==> config.mk <==
export PLATFORM = sky130hd
export DESIGN_NAME = pis_irq_ctrl
export DESIGN_NICKNAME = d
export VERILOG_FILES = /design/src/design/pis_pkg.sv /design/src/design/pis_tick_if.sv /design/src/design/pis_irq_ctrl.sv /design/src/design/pis_tick_divider.sv
export SDC_FILE = /design/constraint.sdc
export NUM_CORES = 1
export LEC_CHECK = 0
export ABC_AREA = 1
export ABC_CLOCK_PERIOD_IN_PS = 1600
export BUFFER_PORTS_ARGS = -buffer_cell sky130_fd_sc_hd__buf_4
export CAP_MARGIN = 20
export CORE_UTILIZATION = 52
export DETAILED_ROUTE_END_ITERATION = 12
export PLACE_DENSITY = 0.89
export SLEW_MARGIN = 15
export SYNTH_ARGS = -nofsm -noshare
export SYNTH_HDL_FRONTEND = slang
export SYNTH_HIERARCHICAL = 1
export SYNTH_SLANG_ARGS = --single-unit
==> constraint.sdc <==
create_clock -name core_clk -period 1.6 [get_ports core_clk]
set_input_delay 0.08 -clock core_clk [delete_from_list [all_inputs] [get_ports core_clk]]
set_output_delay 0.08 -clock core_clk [all_outputs]
set_load 0.05 [all_outputs]
==> src/design/pis_pkg.sv <==
package pis_pkg;

    // ----------------------------------------------------------------
    // Request sources, in priority order (lowest index served first)
    // ----------------------------------------------------------------
    localparam int NUM_SRC    = 9;
    localparam int VEC_W      = 4;
    localparam int VEC_GROUP0 = 0;
    localparam int VEC_EXT    = 1;
    localparam int VEC_CMP    = 2;
    localparam int VEC_FILTER = 3;
    localparam int VEC_LOWV   = 4;
    localparam int VEC_TRIP   = 5;
    localparam int VEC_SERIAL = 6;
    localparam int VEC_EEPROM = 7;
    localparam int VEC_TICK   = 8;

    // ----------------------------------------------------------------
    // Flag vector layout: three Hall flags, then one flag per source
    // ----------------------------------------------------------------
    localparam int NUM_HALL    = 3;
    localparam int FL_HALL_A   = 0;
    localparam int FL_HALL_B   = 1;
    localparam int FL_HALL_C   = 2;
    localparam int FL_SRC_BASE = 3;
    localparam int FLAG_W      = FL_SRC_BASE + NUM_SRC;
    localparam logic [FLAG_W-1:0] FLAGS_RESET = 12'h000;

    // ----------------------------------------------------------------
    // Edge select codes, shared by every edge-triggered source
    // ----------------------------------------------------------------
    localparam logic [1:0] EDGE_OFF  = 2'h0;
    localparam logic [1:0] EDGE_RISE = 2'h1;
    localparam logic [1:0] EDGE_FALL = 2'h2;
    localparam logic [1:0] EDGE_BOTH = 2'h3;

    // ----------------------------------------------------------------
    // Time base
    // ----------------------------------------------------------------
    localparam logic [1:0] PSC_SYS      = 2'h0;
    localparam logic [1:0] PSC_SYS_DIV4 = 2'h1;
    localparam int         PSC_SUB_BIT  = 1;
    localparam int         PSC_DIV4     = 4;
    localparam int         TICK_MIN_EXP = 8;
    localparam int         TICK_CNT_W   = 15;

    function automatic logic edge_hit(input logic       prev,
                                      input logic       cur,
                                      input logic [1:0] sel);
        case (sel)
            EDGE_RISE: edge_hit = ~prev & cur;
            EDGE_FALL: edge_hit = prev & ~cur;
            EDGE_BOTH: edge_hit = prev ^ cur;
            default:   edge_hit = 1'b0;
        endcase
    endfunction

endpackage

==> src/design/pis_tick_if.sv <==
`timescale 1ns/1ps
`default_nettype none

interface pis_tick_if;
    logic       tick_on;
    logic [2:0] period;
    logic [1:0] source;
    logic       sub_level;
    logic       tick;

    modport ctrl    (output tick_on, output period, output source,
                     output sub_level, input tick);
    modport divider (input tick_on, input period, input source,
                     input sub_level, output tick);
endinterface

`default_nettype wire

==> src/design/pis_irq_ctrl.sv <==
// Overview of operation
// - Three Hall flags belong to group 0, set by selected filtered edges.
// - Hall edge select picks rising, falling, both, or disables Hall requests.
// - Group 0 vectors only with global, group 0 and Hall source enables.
// - Group 0 service clears global enable and group flag, keeps Hall flags.
// - External pin flag set by selected edge; select may disable it.
// - External vectors with global and own enable; service clears flag, global.
// - Comparator 0 flag set by edge chosen in comparator edge field.
// - Comparator 0 vectors when enabled; service clears flag and global enable.
// - Filter input flag set by selected pin edge, or disabled.
// - Filter input vectors when enabled; service clears flag and global enable.
// - Low-voltage flag set on low supply; vectors, auto-clears when enabled.
// - Motor trip flag set on trip; vectors and auto-clears when enabled.
// - Serial request raised by any of six serial conditions.
// - Serial service clears serial flag and global enable, not serial status.
// - EEPROM flag set at cycle end; vectors and auto-clears when enabled.
// - Tick flag set on each time-base overflow; vectors, auto-clears.
// - Tick clock is system, system over four, or subsidiary, then divided.
// - No vector call while return stack is full; request waits.
// - Tick period is 2^8 to 2^15 prescaled clocks by three-bit code.
// - Source field 00 system, 01 system over four, 1x subsidiary.
// - Flags set regardless of enable; global enable off blocks all.
// - Any set flag raises the wake request.
`timescale 1ns/1ps
`default_nettype none

module pis_irq_ctrl (
    // Clock and reset
    input  wire logic       core_clk,
    input  wire logic       reset_n,
    // Asynchronous pins and analog outputs
    input  wire logic       ext_pin,
    input  wire logic       filter_input_pin,
    input  wire logic       current_cmp_event,
    input  wire logic       subsidiary_clock,
    // Same-clock event sources
    input  wire logic       hall_filtered_a,
    input  wire logic       hall_filtered_b,
    input  wire logic       hall_filtered_c,
    input  wire logic       low_voltage_detect,
    input  wire logic       motor_trip_signal,
    input  wire logic [5:0] serial_conditions,
    input  wire logic       eeprom_cycle_done,
    // Edge and time-base configuration
    input  wire logic [1:0] hall_edge_select_reg,
    input  wire logic [1:0] ext_edge_select_reg,
    input  wire logic [1:0] cmp_edge_field,
    input  wire logic [1:0] filter_edge_field,
    input  wire logic       periodic_tick_control,
    input  wire logic [2:0] tick_period_field,
    input  wire logic [1:0] prescaler_source_field,
    // Enables
    input  wire logic       gie_write,
    input  wire logic       gie_wdata,
    input  wire logic       group0_enable,
    input  wire logic       hall_a_enable,
    input  wire logic       hall_b_enable,
    input  wire logic       hall_c_enable,
    input  wire logic       ext_pin_enable,
    input  wire logic       cmp_zero_enable,
    input  wire logic       filter_input_enable,
    input  wire logic       low_voltage_enable,
    input  wire logic       motor_trip_enable,
    input  wire logic       serial_irq_enable,
    input  wire logic       eeprom_done_enable,
    input  wire logic       tick_irq_enable,
    // Software flag writes
    input  wire logic [11:0] flag_set,
    input  wire logic [11:0] flag_clear,
    // Processor core
    input  wire logic       stack_full,
    input  wire logic       irq_ack,
    output logic            irq_request,
    output logic [3:0]      irq_vector,
    output logic            wake_request,
    // Status
    output logic            global_irq_enable,
    output logic            hall_a_flag,
    output logic            hall_b_flag,
    output logic            hall_c_flag,
    output logic            group0_flag,
    output logic            ext_pin_flag,
    output logic            cmp_zero_flag,
    output logic            filter_input_flag,
    output logic            low_voltage_flag,
    output logic            motor_trip_flag,
    output logic            serial_irq_flag,
    output logic            eeprom_done_flag,
    output logic            tick_flag
);

    // ----------------------------------------------------------------
    // Declarations
    // ----------------------------------------------------------------
    localparam int PIN_W   = 4;
    localparam int PIN_EXT = 3;
    localparam int PIN_FLT = 2;
    localparam int PIN_CMP = 1;
    localparam int PIN_SUB = 0;

    logic [PIN_W-1:0]              sync_a;
    logic [PIN_W-1:0]              sync_b;
    logic [PIN_W-1:0]              pin_prev;
    logic [PIN_W-1:0]              next_sync_a;
    logic [PIN_W-1:0]              next_sync_b;
    logic [PIN_W-1:0]              next_pin_prev;
    logic [pis_pkg::NUM_HALL-1:0]  hall_now;
    logic [pis_pkg::NUM_HALL-1:0]  hall_prev;
    logic [pis_pkg::NUM_HALL-1:0]  next_hall_prev;
    logic [pis_pkg::NUM_HALL-1:0]  hall_en;
    logic [pis_pkg::NUM_HALL-1:0]  hall_set;
    logic                          serial_prev;
    logic                          lowv_prev;
    logic                          trip_prev;
    logic                          next_serial_prev;
    logic                          next_lowv_prev;
    logic                          next_trip_prev;
    logic                          serial_any;
    logic                          ext_set;
    logic                          cmp_set;
    logic [pis_pkg::FLAG_W-1:0]    flags;
    logic [pis_pkg::FLAG_W-1:0]    next_flags;
    logic [pis_pkg::FLAG_W-1:0]    set_vec;
    logic [pis_pkg::FLAG_W-1:0]    svc_clr;
    logic [pis_pkg::NUM_SRC-1:0]   src_flag;
    logic [pis_pkg::NUM_SRC-1:0]   src_en;
    logic [pis_pkg::NUM_SRC-1:0]   req;
    logic [pis_pkg::NUM_SRC-1:0]   svc_src;
    logic                          service;
    logic                          next_gie;
    logic                          next_irq_request;
    logic [pis_pkg::VEC_W-1:0]     next_irq_vector;
    logic                          next_wake;

    pis_tick_if tb_if ();

    assign hall_now = {hall_filtered_c, hall_filtered_b, hall_filtered_a};
    assign hall_en  = {hall_c_enable, hall_b_enable, hall_a_enable};

    // ----------------------------------------------------------------
    // Time base divider
    // ----------------------------------------------------------------
    assign tb_if.tick_on   = periodic_tick_control;
    assign tb_if.period    = tick_period_field;
    assign tb_if.source    = prescaler_source_field;
    assign tb_if.sub_level = sync_b[PIN_SUB];

    pis_tick_divider u_tick (
        .core_clk (core_clk),
        .reset_n  (reset_n),
        .tb       (tb_if.divider)
    );

    // ----------------------------------------------------------------
    // Input capture and edge detection
    // ----------------------------------------------------------------
    // Pin edges are taken after the second stage, so metastability stays out.
    always_comb begin
        next_sync_a = {ext_pin, filter_input_pin, current_cmp_event,
                       subsidiary_clock};
        next_sync_b      = sync_a;
        next_pin_prev    = sync_b;
        next_hall_prev   = hall_now;
        serial_any       = |serial_conditions;
        next_serial_prev = serial_any;
        next_lowv_prev   = low_voltage_detect;
        next_trip_prev   = motor_trip_signal;
        for (int i = 0; i < pis_pkg::NUM_HALL; i++) begin
            hall_set[i] = pis_pkg::edge_hit(hall_prev[i], hall_now[i],
                                            hall_edge_select_reg);
        end
        ext_set = pis_pkg::edge_hit(pin_prev[PIN_EXT], sync_b[PIN_EXT],
                                    ext_edge_select_reg);
        cmp_set = pis_pkg::edge_hit(pin_prev[PIN_CMP], sync_b[PIN_CMP],
                                    cmp_edge_field);
    end

    always_ff @(posedge core_clk or negedge reset_n) begin
        if (!reset_n) begin
            sync_a      <= 4'h0;
            sync_b      <= 4'h0;
            pin_prev    <= 4'h0;
            hall_prev   <= 3'h0;
            serial_prev <= 1'b0;
            lowv_prev   <= 1'b0;
            trip_prev   <= 1'b0;
        end else begin
            sync_a      <= next_sync_a;
            sync_b      <= next_sync_b;
            pin_prev    <= next_pin_prev;
            hall_prev   <= next_hall_prev;
            serial_prev <= next_serial_prev;
            lowv_prev   <= next_lowv_prev;
            trip_prev   <= next_trip_prev;
        end
    end

    // ----------------------------------------------------------------
    // Flags, global enable and vector request
    // ----------------------------------------------------------------
    always_comb begin
        set_vec = '0;
        set_vec[pis_pkg::NUM_HALL-1:0] = hall_set;
        set_vec[pis_pkg::FL_SRC_BASE + pis_pkg::VEC_GROUP0] = |hall_set;
        set_vec[pis_pkg::FL_SRC_BASE + pis_pkg::VEC_EXT]    = ext_set;
        set_vec[pis_pkg::FL_SRC_BASE + pis_pkg::VEC_CMP]    = cmp_set;
        set_vec[pis_pkg::FL_SRC_BASE + pis_pkg::VEC_FILTER] =
            pis_pkg::edge_hit(pin_prev[PIN_FLT], sync_b[PIN_FLT],
                              filter_edge_field);
        // Level sources set on onset so an auto-clear is not undone at once.
        set_vec[pis_pkg::FL_SRC_BASE + pis_pkg::VEC_LOWV] =
            low_voltage_detect & ~lowv_prev;
        set_vec[pis_pkg::FL_SRC_BASE + pis_pkg::VEC_TRIP] =
            motor_trip_signal & ~trip_prev;
        set_vec[pis_pkg::FL_SRC_BASE + pis_pkg::VEC_SERIAL] =
            serial_any & ~serial_prev;
        set_vec[pis_pkg::FL_SRC_BASE + pis_pkg::VEC_EEPROM] =
            eeprom_cycle_done;
        set_vec[pis_pkg::FL_SRC_BASE + pis_pkg::VEC_TICK] = tb_if.tick;

        service = irq_request & irq_ack;
        svc_src = service ? (pis_pkg::NUM_SRC'(1) << irq_vector) : '0;
        // Service clears the source flag only; Hall flags stay.
        svc_clr = {svc_src, 3'h0};
        // Serial status bits live in the serial block and are untouched.
        next_flags = set_vec | flag_set
                   | (flags & ~flag_clear & ~svc_clr);

        // Service wins over a software write in the same cycle.
        next_gie = gie_write ? gie_wdata : global_irq_enable;
        next_gie = service ? 1'b0 : next_gie;

        src_flag = flags[pis_pkg::FLAG_W-1:pis_pkg::FL_SRC_BASE];
        src_en   = {tick_irq_enable, eeprom_done_enable, serial_irq_enable,
                    motor_trip_enable, low_voltage_enable, filter_input_enable,
                    cmp_zero_enable, ext_pin_enable, group0_enable};
        req = src_flag & src_en;
        req[pis_pkg::VEC_GROUP0] = src_flag[pis_pkg::VEC_GROUP0] & group0_enable
            & |(flags[pis_pkg::NUM_HALL-1:0] & hall_en);

        next_irq_vector = irq_vector;
        for (int i = pis_pkg::NUM_SRC - 1; i >= 0; i--) begin
            if (req[i]) begin
                next_irq_vector = pis_pkg::VEC_W'(i);
            end
        end
        next_irq_request = global_irq_enable & (|req) & ~stack_full
                         & ~service;
        next_wake = |flags;
    end

    always_ff @(posedge core_clk or negedge reset_n) begin
        if (!reset_n) begin
            flags             <= pis_pkg::FLAGS_RESET;
            global_irq_enable <= 1'b0;
            irq_request       <= 1'b0;
            irq_vector        <= 4'h0;
            wake_request      <= 1'b0;
        end else begin
            flags             <= next_flags;
            global_irq_enable <= next_gie;
            irq_request       <= next_irq_request;
            irq_vector        <= next_irq_vector;
            wake_request      <= next_wake;
        end
    end

    assign hall_a_flag       = flags[pis_pkg::FL_HALL_A];
    assign hall_b_flag       = flags[pis_pkg::FL_HALL_B];
    assign hall_c_flag       = flags[pis_pkg::FL_HALL_C];
    assign group0_flag       = src_flag[pis_pkg::VEC_GROUP0];
    assign ext_pin_flag      = src_flag[pis_pkg::VEC_EXT];
    assign cmp_zero_flag     = src_flag[pis_pkg::VEC_CMP];
    assign filter_input_flag = src_flag[pis_pkg::VEC_FILTER];
    assign low_voltage_flag  = src_flag[pis_pkg::VEC_LOWV];
    assign motor_trip_flag   = src_flag[pis_pkg::VEC_TRIP];
    assign serial_irq_flag   = src_flag[pis_pkg::VEC_SERIAL];
    assign eeprom_done_flag  = src_flag[pis_pkg::VEC_EEPROM];
    assign tick_flag         = src_flag[pis_pkg::VEC_TICK];
endmodule

`default_nettype wire

==> src/design/pis_tick_divider.sv <==
`timescale 1ns/1ps
`default_nettype none

module pis_tick_divider (
    // Clock and reset
    input  wire logic       core_clk,
    input  wire logic       reset_n,
    // Control from the request logic
    pis_tick_if.divider     tb
);

    logic [1:0]                     div4_cnt;
    logic [1:0]                     next_div4_cnt;
    logic                           sub_prev;
    logic                           next_sub_prev;
    logic [pis_pkg::TICK_CNT_W-1:0] count;
    logic [pis_pkg::TICK_CNT_W-1:0] next_count;
    logic [pis_pkg::TICK_CNT_W-1:0] limit;
    logic                           tick;
    logic                           next_tick;
    logic                           psc_en;

    assign tb.tick = tick;

    always_comb begin
        next_div4_cnt = div4_cnt + 2'h1;
        next_sub_prev = tb.sub_level;
        // Source select: system clock, system clock / 4, subsidiary.
        if (tb.source[pis_pkg::PSC_SUB_BIT]) begin
            psc_en = tb.sub_level & ~sub_prev;
        end else if (tb.source == pis_pkg::PSC_SYS) begin
            psc_en = 1'b1;
        end else begin
            psc_en = (div4_cnt == 2'(pis_pkg::PSC_DIV4 - 1));
        end
        // Period of 2^(8+code) prescaled clocks.
        limit = pis_pkg::TICK_CNT_W'((17'h1 << (pis_pkg::TICK_MIN_EXP
                + int'(tb.period))) - 17'h1);
        next_count = count;
        next_tick  = 1'b0;
        if (!tb.tick_on) begin
            next_count = '0;
        end else if (psc_en) begin
            // A shortened period mid-count ends at once rather than wrap.
            if (count >= limit) begin
                next_count = '0;
                next_tick  = 1'b1;
            end else begin
                next_count = count + 15'h1;
            end
        end
    end

    always_ff @(posedge core_clk or negedge reset_n) begin
        if (!reset_n) begin
            div4_cnt <= 2'h0;
            sub_prev <= 1'b0;
            count    <= 15'h0000;
            tick     <= 1'b0;
        end else begin
            div4_cnt <= next_div4_cnt;
            sub_prev <= next_sub_prev;
            count    <= next_count;
            tick     <= next_tick;
        end
    end

endmodule

`default_nettype wire

==> results.json <==
{
  "cts-buffers-inserted": 5,
  "cp-end-kind": "flip-flop",
  "crit_buf_inv": 3,
  "port_buffers": 90,
  "cts_tree": "yes",
  "peakVddDrop_uv": 494,
  "finalNetCount": 622,
  "max_cap_viol_count": 0,
  "p_per_area_nw_per_um2": 714,
  "yosys_warnings": 6,
  "clock_skew_ns": 0.00986,
  "clk_pin_slew_ns": 0.10,
  "violations": "negative setup slack",
  "power.total_mw": 3.22,
  "finalSetupViolCount": 10,
  "avgViaCountPerCell": 5.39,
  "clock-sinks": 55,
  "postRouteAntennaNets": 0,
  "areaGrowthSynthToFinish_pct": 43.6,
  "cp-startpoint": "tick_period_field[2]",
  "leakagePower_nw": 2.41,
  "finalNonFillerCells": 601,
  "layout-drive-gt1-share": 0.280,
  "num_rows": 27,
  "yosysTopAreaCellShare": 0.438,
  "fin_ws_ns": -0.0405,
  "slowest_stage": "ha_1",
  "syn_nets": 481,
  "synth_area_leaders": "dfrtp_1 (44%), nand2_1 (12%), ha_1 (8.8%), inv_1 (8.1%), nand3_1 (4.1%)",
  "status": "complete, but fails checks",
  "overflow": 0,
  "initial_utilization": 0.554,
  "antenna_found_initial": 0,
  "max_slew.worst_pin.slew_ns": 0.691,
  "grt_start_max_net_pins": 56,
  "syn_inst": 387,
  "hold_path_startpoint": "gie_wdata",
  "netlist_area_um2": 3140,
  "syn_avg_cell_area_um2": 8.12,
  "routabilityCongestion": 0.882,
  "yosysSeqAreaShare": 0.438,
  "cp_slowest_stage_delay_ns": 0.31,
  "critPathArrivalTime_ns": 1.90,
  "ys_seq_elements": 55,
  "maxSlewViolCount": 0,
  "clk-insertion-delay-late_ns": 0.31,
  "grt_pass1_wl_um": 15000,
  "clockRootBuffer": "clkbuf_8",
  "dieArea_um2": 6360,
  "ys_types": 31,
  "cpMostUsedCell": "nand2_1",
  "diodes": 0,
  "required_ns": 1.86,
  "htreeDepth": 2,
  "startpoint_type": "input port",
  "drc": 0,
  "io_pins": 91,
  "crit_family": "simple AND/OR/NAND/NOR gates",
  "firstDrtPassIters": 4,
  "path_cells": "buf_4, inv_2, nand3_2, ha_4, o21ai_4, a21oi_2, xor2_1, ha_1, nand2_2, inv_2, nand2_1, nand2_1, a21oi_2, nand2_2, nor2_4, nand2_1, nand2_1",
  "dp_slack_ns": -0.404,
  "criticalPathCategory": "input port to flip-flop",
  "die_w_um": 79.8,
  "grt_pass1_vias": 3332,
  "drt_iter0_drc": 187,
  "numPlacedInstances": 560,
  "hp-class": "input port to flip-flop",
  "wl_per_cell_um": 15.2,
  "die_y_um": 79.8,
  "slew_headroom": 0.539,
  "clk_path_buf_depth": 2,
  "wl_um": 9160,
  "layout_min_cycle_time_ns": 1.64,
  "fillers": 359,
  "vias": 3241,
  "hold_violations": 0,
  "fmax_mhz": 610,
  "finalCritPeriodShare": 1.03,
  "track_usage": 0.312,
  "rsz0062_at_grt": "yes",
  "hpwl_um": 6180,
  "yosysTopAreaCell": "dfrtp_1",
  "crit_fanout": 6,
  "core_area_um2": 5680,
  "r2r-start": "u_tick/count[12]$_DFFE_PN0P_"
}
synth_stat cells:
cell / n
a21oi_1: 10
a21oi_4: 1
and3_2: 1
buf_4: 1
dfrtp_1: 55
ha_1: 22
inv_1: 68
inv_2: 1
nand2_1: 100
nand2_2: 8
nand2_4: 2
nand3_1: 26
nand3_2: 1
nand3_4: 2
nand3b_1: 5
nand4_1: 5
nor2_1: 31
nor2_2: 3
nor2_4: 3
nor3_1: 4
nor3b_1: 1
nor4_1: 4
o211ai_1: 7
o21ai_0: 3
o21ai_1: 6
o21bai_1: 1
o221ai_1: 3
o31ai_1: 1
or2_1: 2
xnor2_1: 1
xor2_1: 9
kinds of logic after synthesis:
logic type | Yosys count | synth area share
buf+inv | 70 | 0.0848
simple gates | 198 | 0.297
compound gates | 32 | 0.0653
flops | 55 | 0.438
xor+xnor | 10 | 0.0279
fa+ha+maj | 22 | 0.0875
layout make-up:
| class | instances | area [µm²] | area share |
|---|---|---|---|
| repair buffers | 134 | 1100 | 0.243 |
| clock inverters | 3 | 43.8 | 0.00970 |
| inverters | 69 | 259 | 0.0574 |
| clock buffers | 5 | 68.8 | 0.0152 |
| multi-input cells | 263 | 1580 | 0.350 |
| flip-flops and latches | 55 | 1380 | 0.305 |
| well taps | 72 | 90.1 | 0.0200 |
final timing paths:
kind	slack, ns	end	cells after the start
max	-0.04	u_tick/count[11]$_DFFE_PN0P_	17
min	0.02	global_irq_enable$_DFFE_PN0P_	3
max reg2reg	-0.03	u_tick/count[11]$_DFFE_PN0P_	10
min reg2reg	0.36	next_pin_prev[2]$_DFF_PN0_	0
max in group asynchronous	0.79	flags[11]$_DFF_PN0_	2
min in group asynchronous	0.35	next_sync_b[2]$_DFF_PN0_	2
flip-flops by register name (all words and copies together) (netlist names), 2 cells and up:
name and flops:
next_pin_prev 4, flags 12, hall_prev 3, irq_vector 4, pin_prev 3, next_sync_b 4, u_tick/div4_cnt 2, u_tick/count 15
power by group:
part / switching (mW) / leakage, nW / total, mW / internal [mW]
sequential: 0.0678 / 0.661 / 1.52 / 1.45
combinational: 0.441 / 1.69 / 0.780 / 0.339
clock: 0.456 / 0.0581 / 0.922 / 0.467
total: 0.964 / 2.41 / 3.22 / 2.26
metal layers:
layer,share of wire,vias up,GRT usage,wire (µm)
li1,-,1506,-,-
met1,0.37,1507,0.353,3350
met2,0.51,180,0.550,4680
met3,0.080,48,0.0663,736
met4,0.043,0,0.161,395
met5,0,-,0,0
layout by cell type (no fill, tap or decap), drive strengths merged:
| cell | count |
|---|---|
| a21oi | 11 |
| and3 | 1 |
| buf | 103 |
| bufinv | 1 |
| clkbuf | 5 |
| clkinv | 2 |
| dfrtp | 55 |
| dlygate4sd3 | 31 |
| ha | 22 |
| inv | 69 |
| nand2 | 111 |
| nand3 | 29 |
| nand3b | 5 |
| nand4 | 5 |
| nor2 | 37 |
| nor3 | 4 |
| nor3b | 1 |
| nor4 | 4 |
| o211ai | 7 |
| o21ai | 9 |
| o21bai | 1 |
| o221ai | 3 |
| o31ai | 1 |
| or2 | 2 |
| xnor2 | 1 |
| xor2 | 9 |
metrics by stage:
stage / util / setup TNS, ns / hold slack [ns] / cell area (µm²)
2_1_floorplan: - / -1.26 / -0.216 / 3170
3_3_place_gp: 0.708 / -4.63 / 0.160 / 4020
3_5_place_dp: 0.708 / -6.18 / 0.169 / 4020
4_1_cts: 0.794 / -0.149 / 0.0171 / 4500
5_1_grt: 0.796 / -2.49 / 0.0203 / 4520
6_report: 0.796 / -0.233 / 0.0208 / 4520
worst min-delay path, cell delays in order:
cell and delay (ns):
buf_4 0.11, inv_1 0.05, a21oi_1 0.05
what timing repair did:
action	CTS	global route
endpoints found under the hold margin	78	0
gates resized for setup	10	5
setup endpoints to repair	15	16
hold buffers	31	0
buffers inserted	1	0
cloned	1	0
pin swaps	13	10
Note: power is estimated with default switching activity, not from simulation.
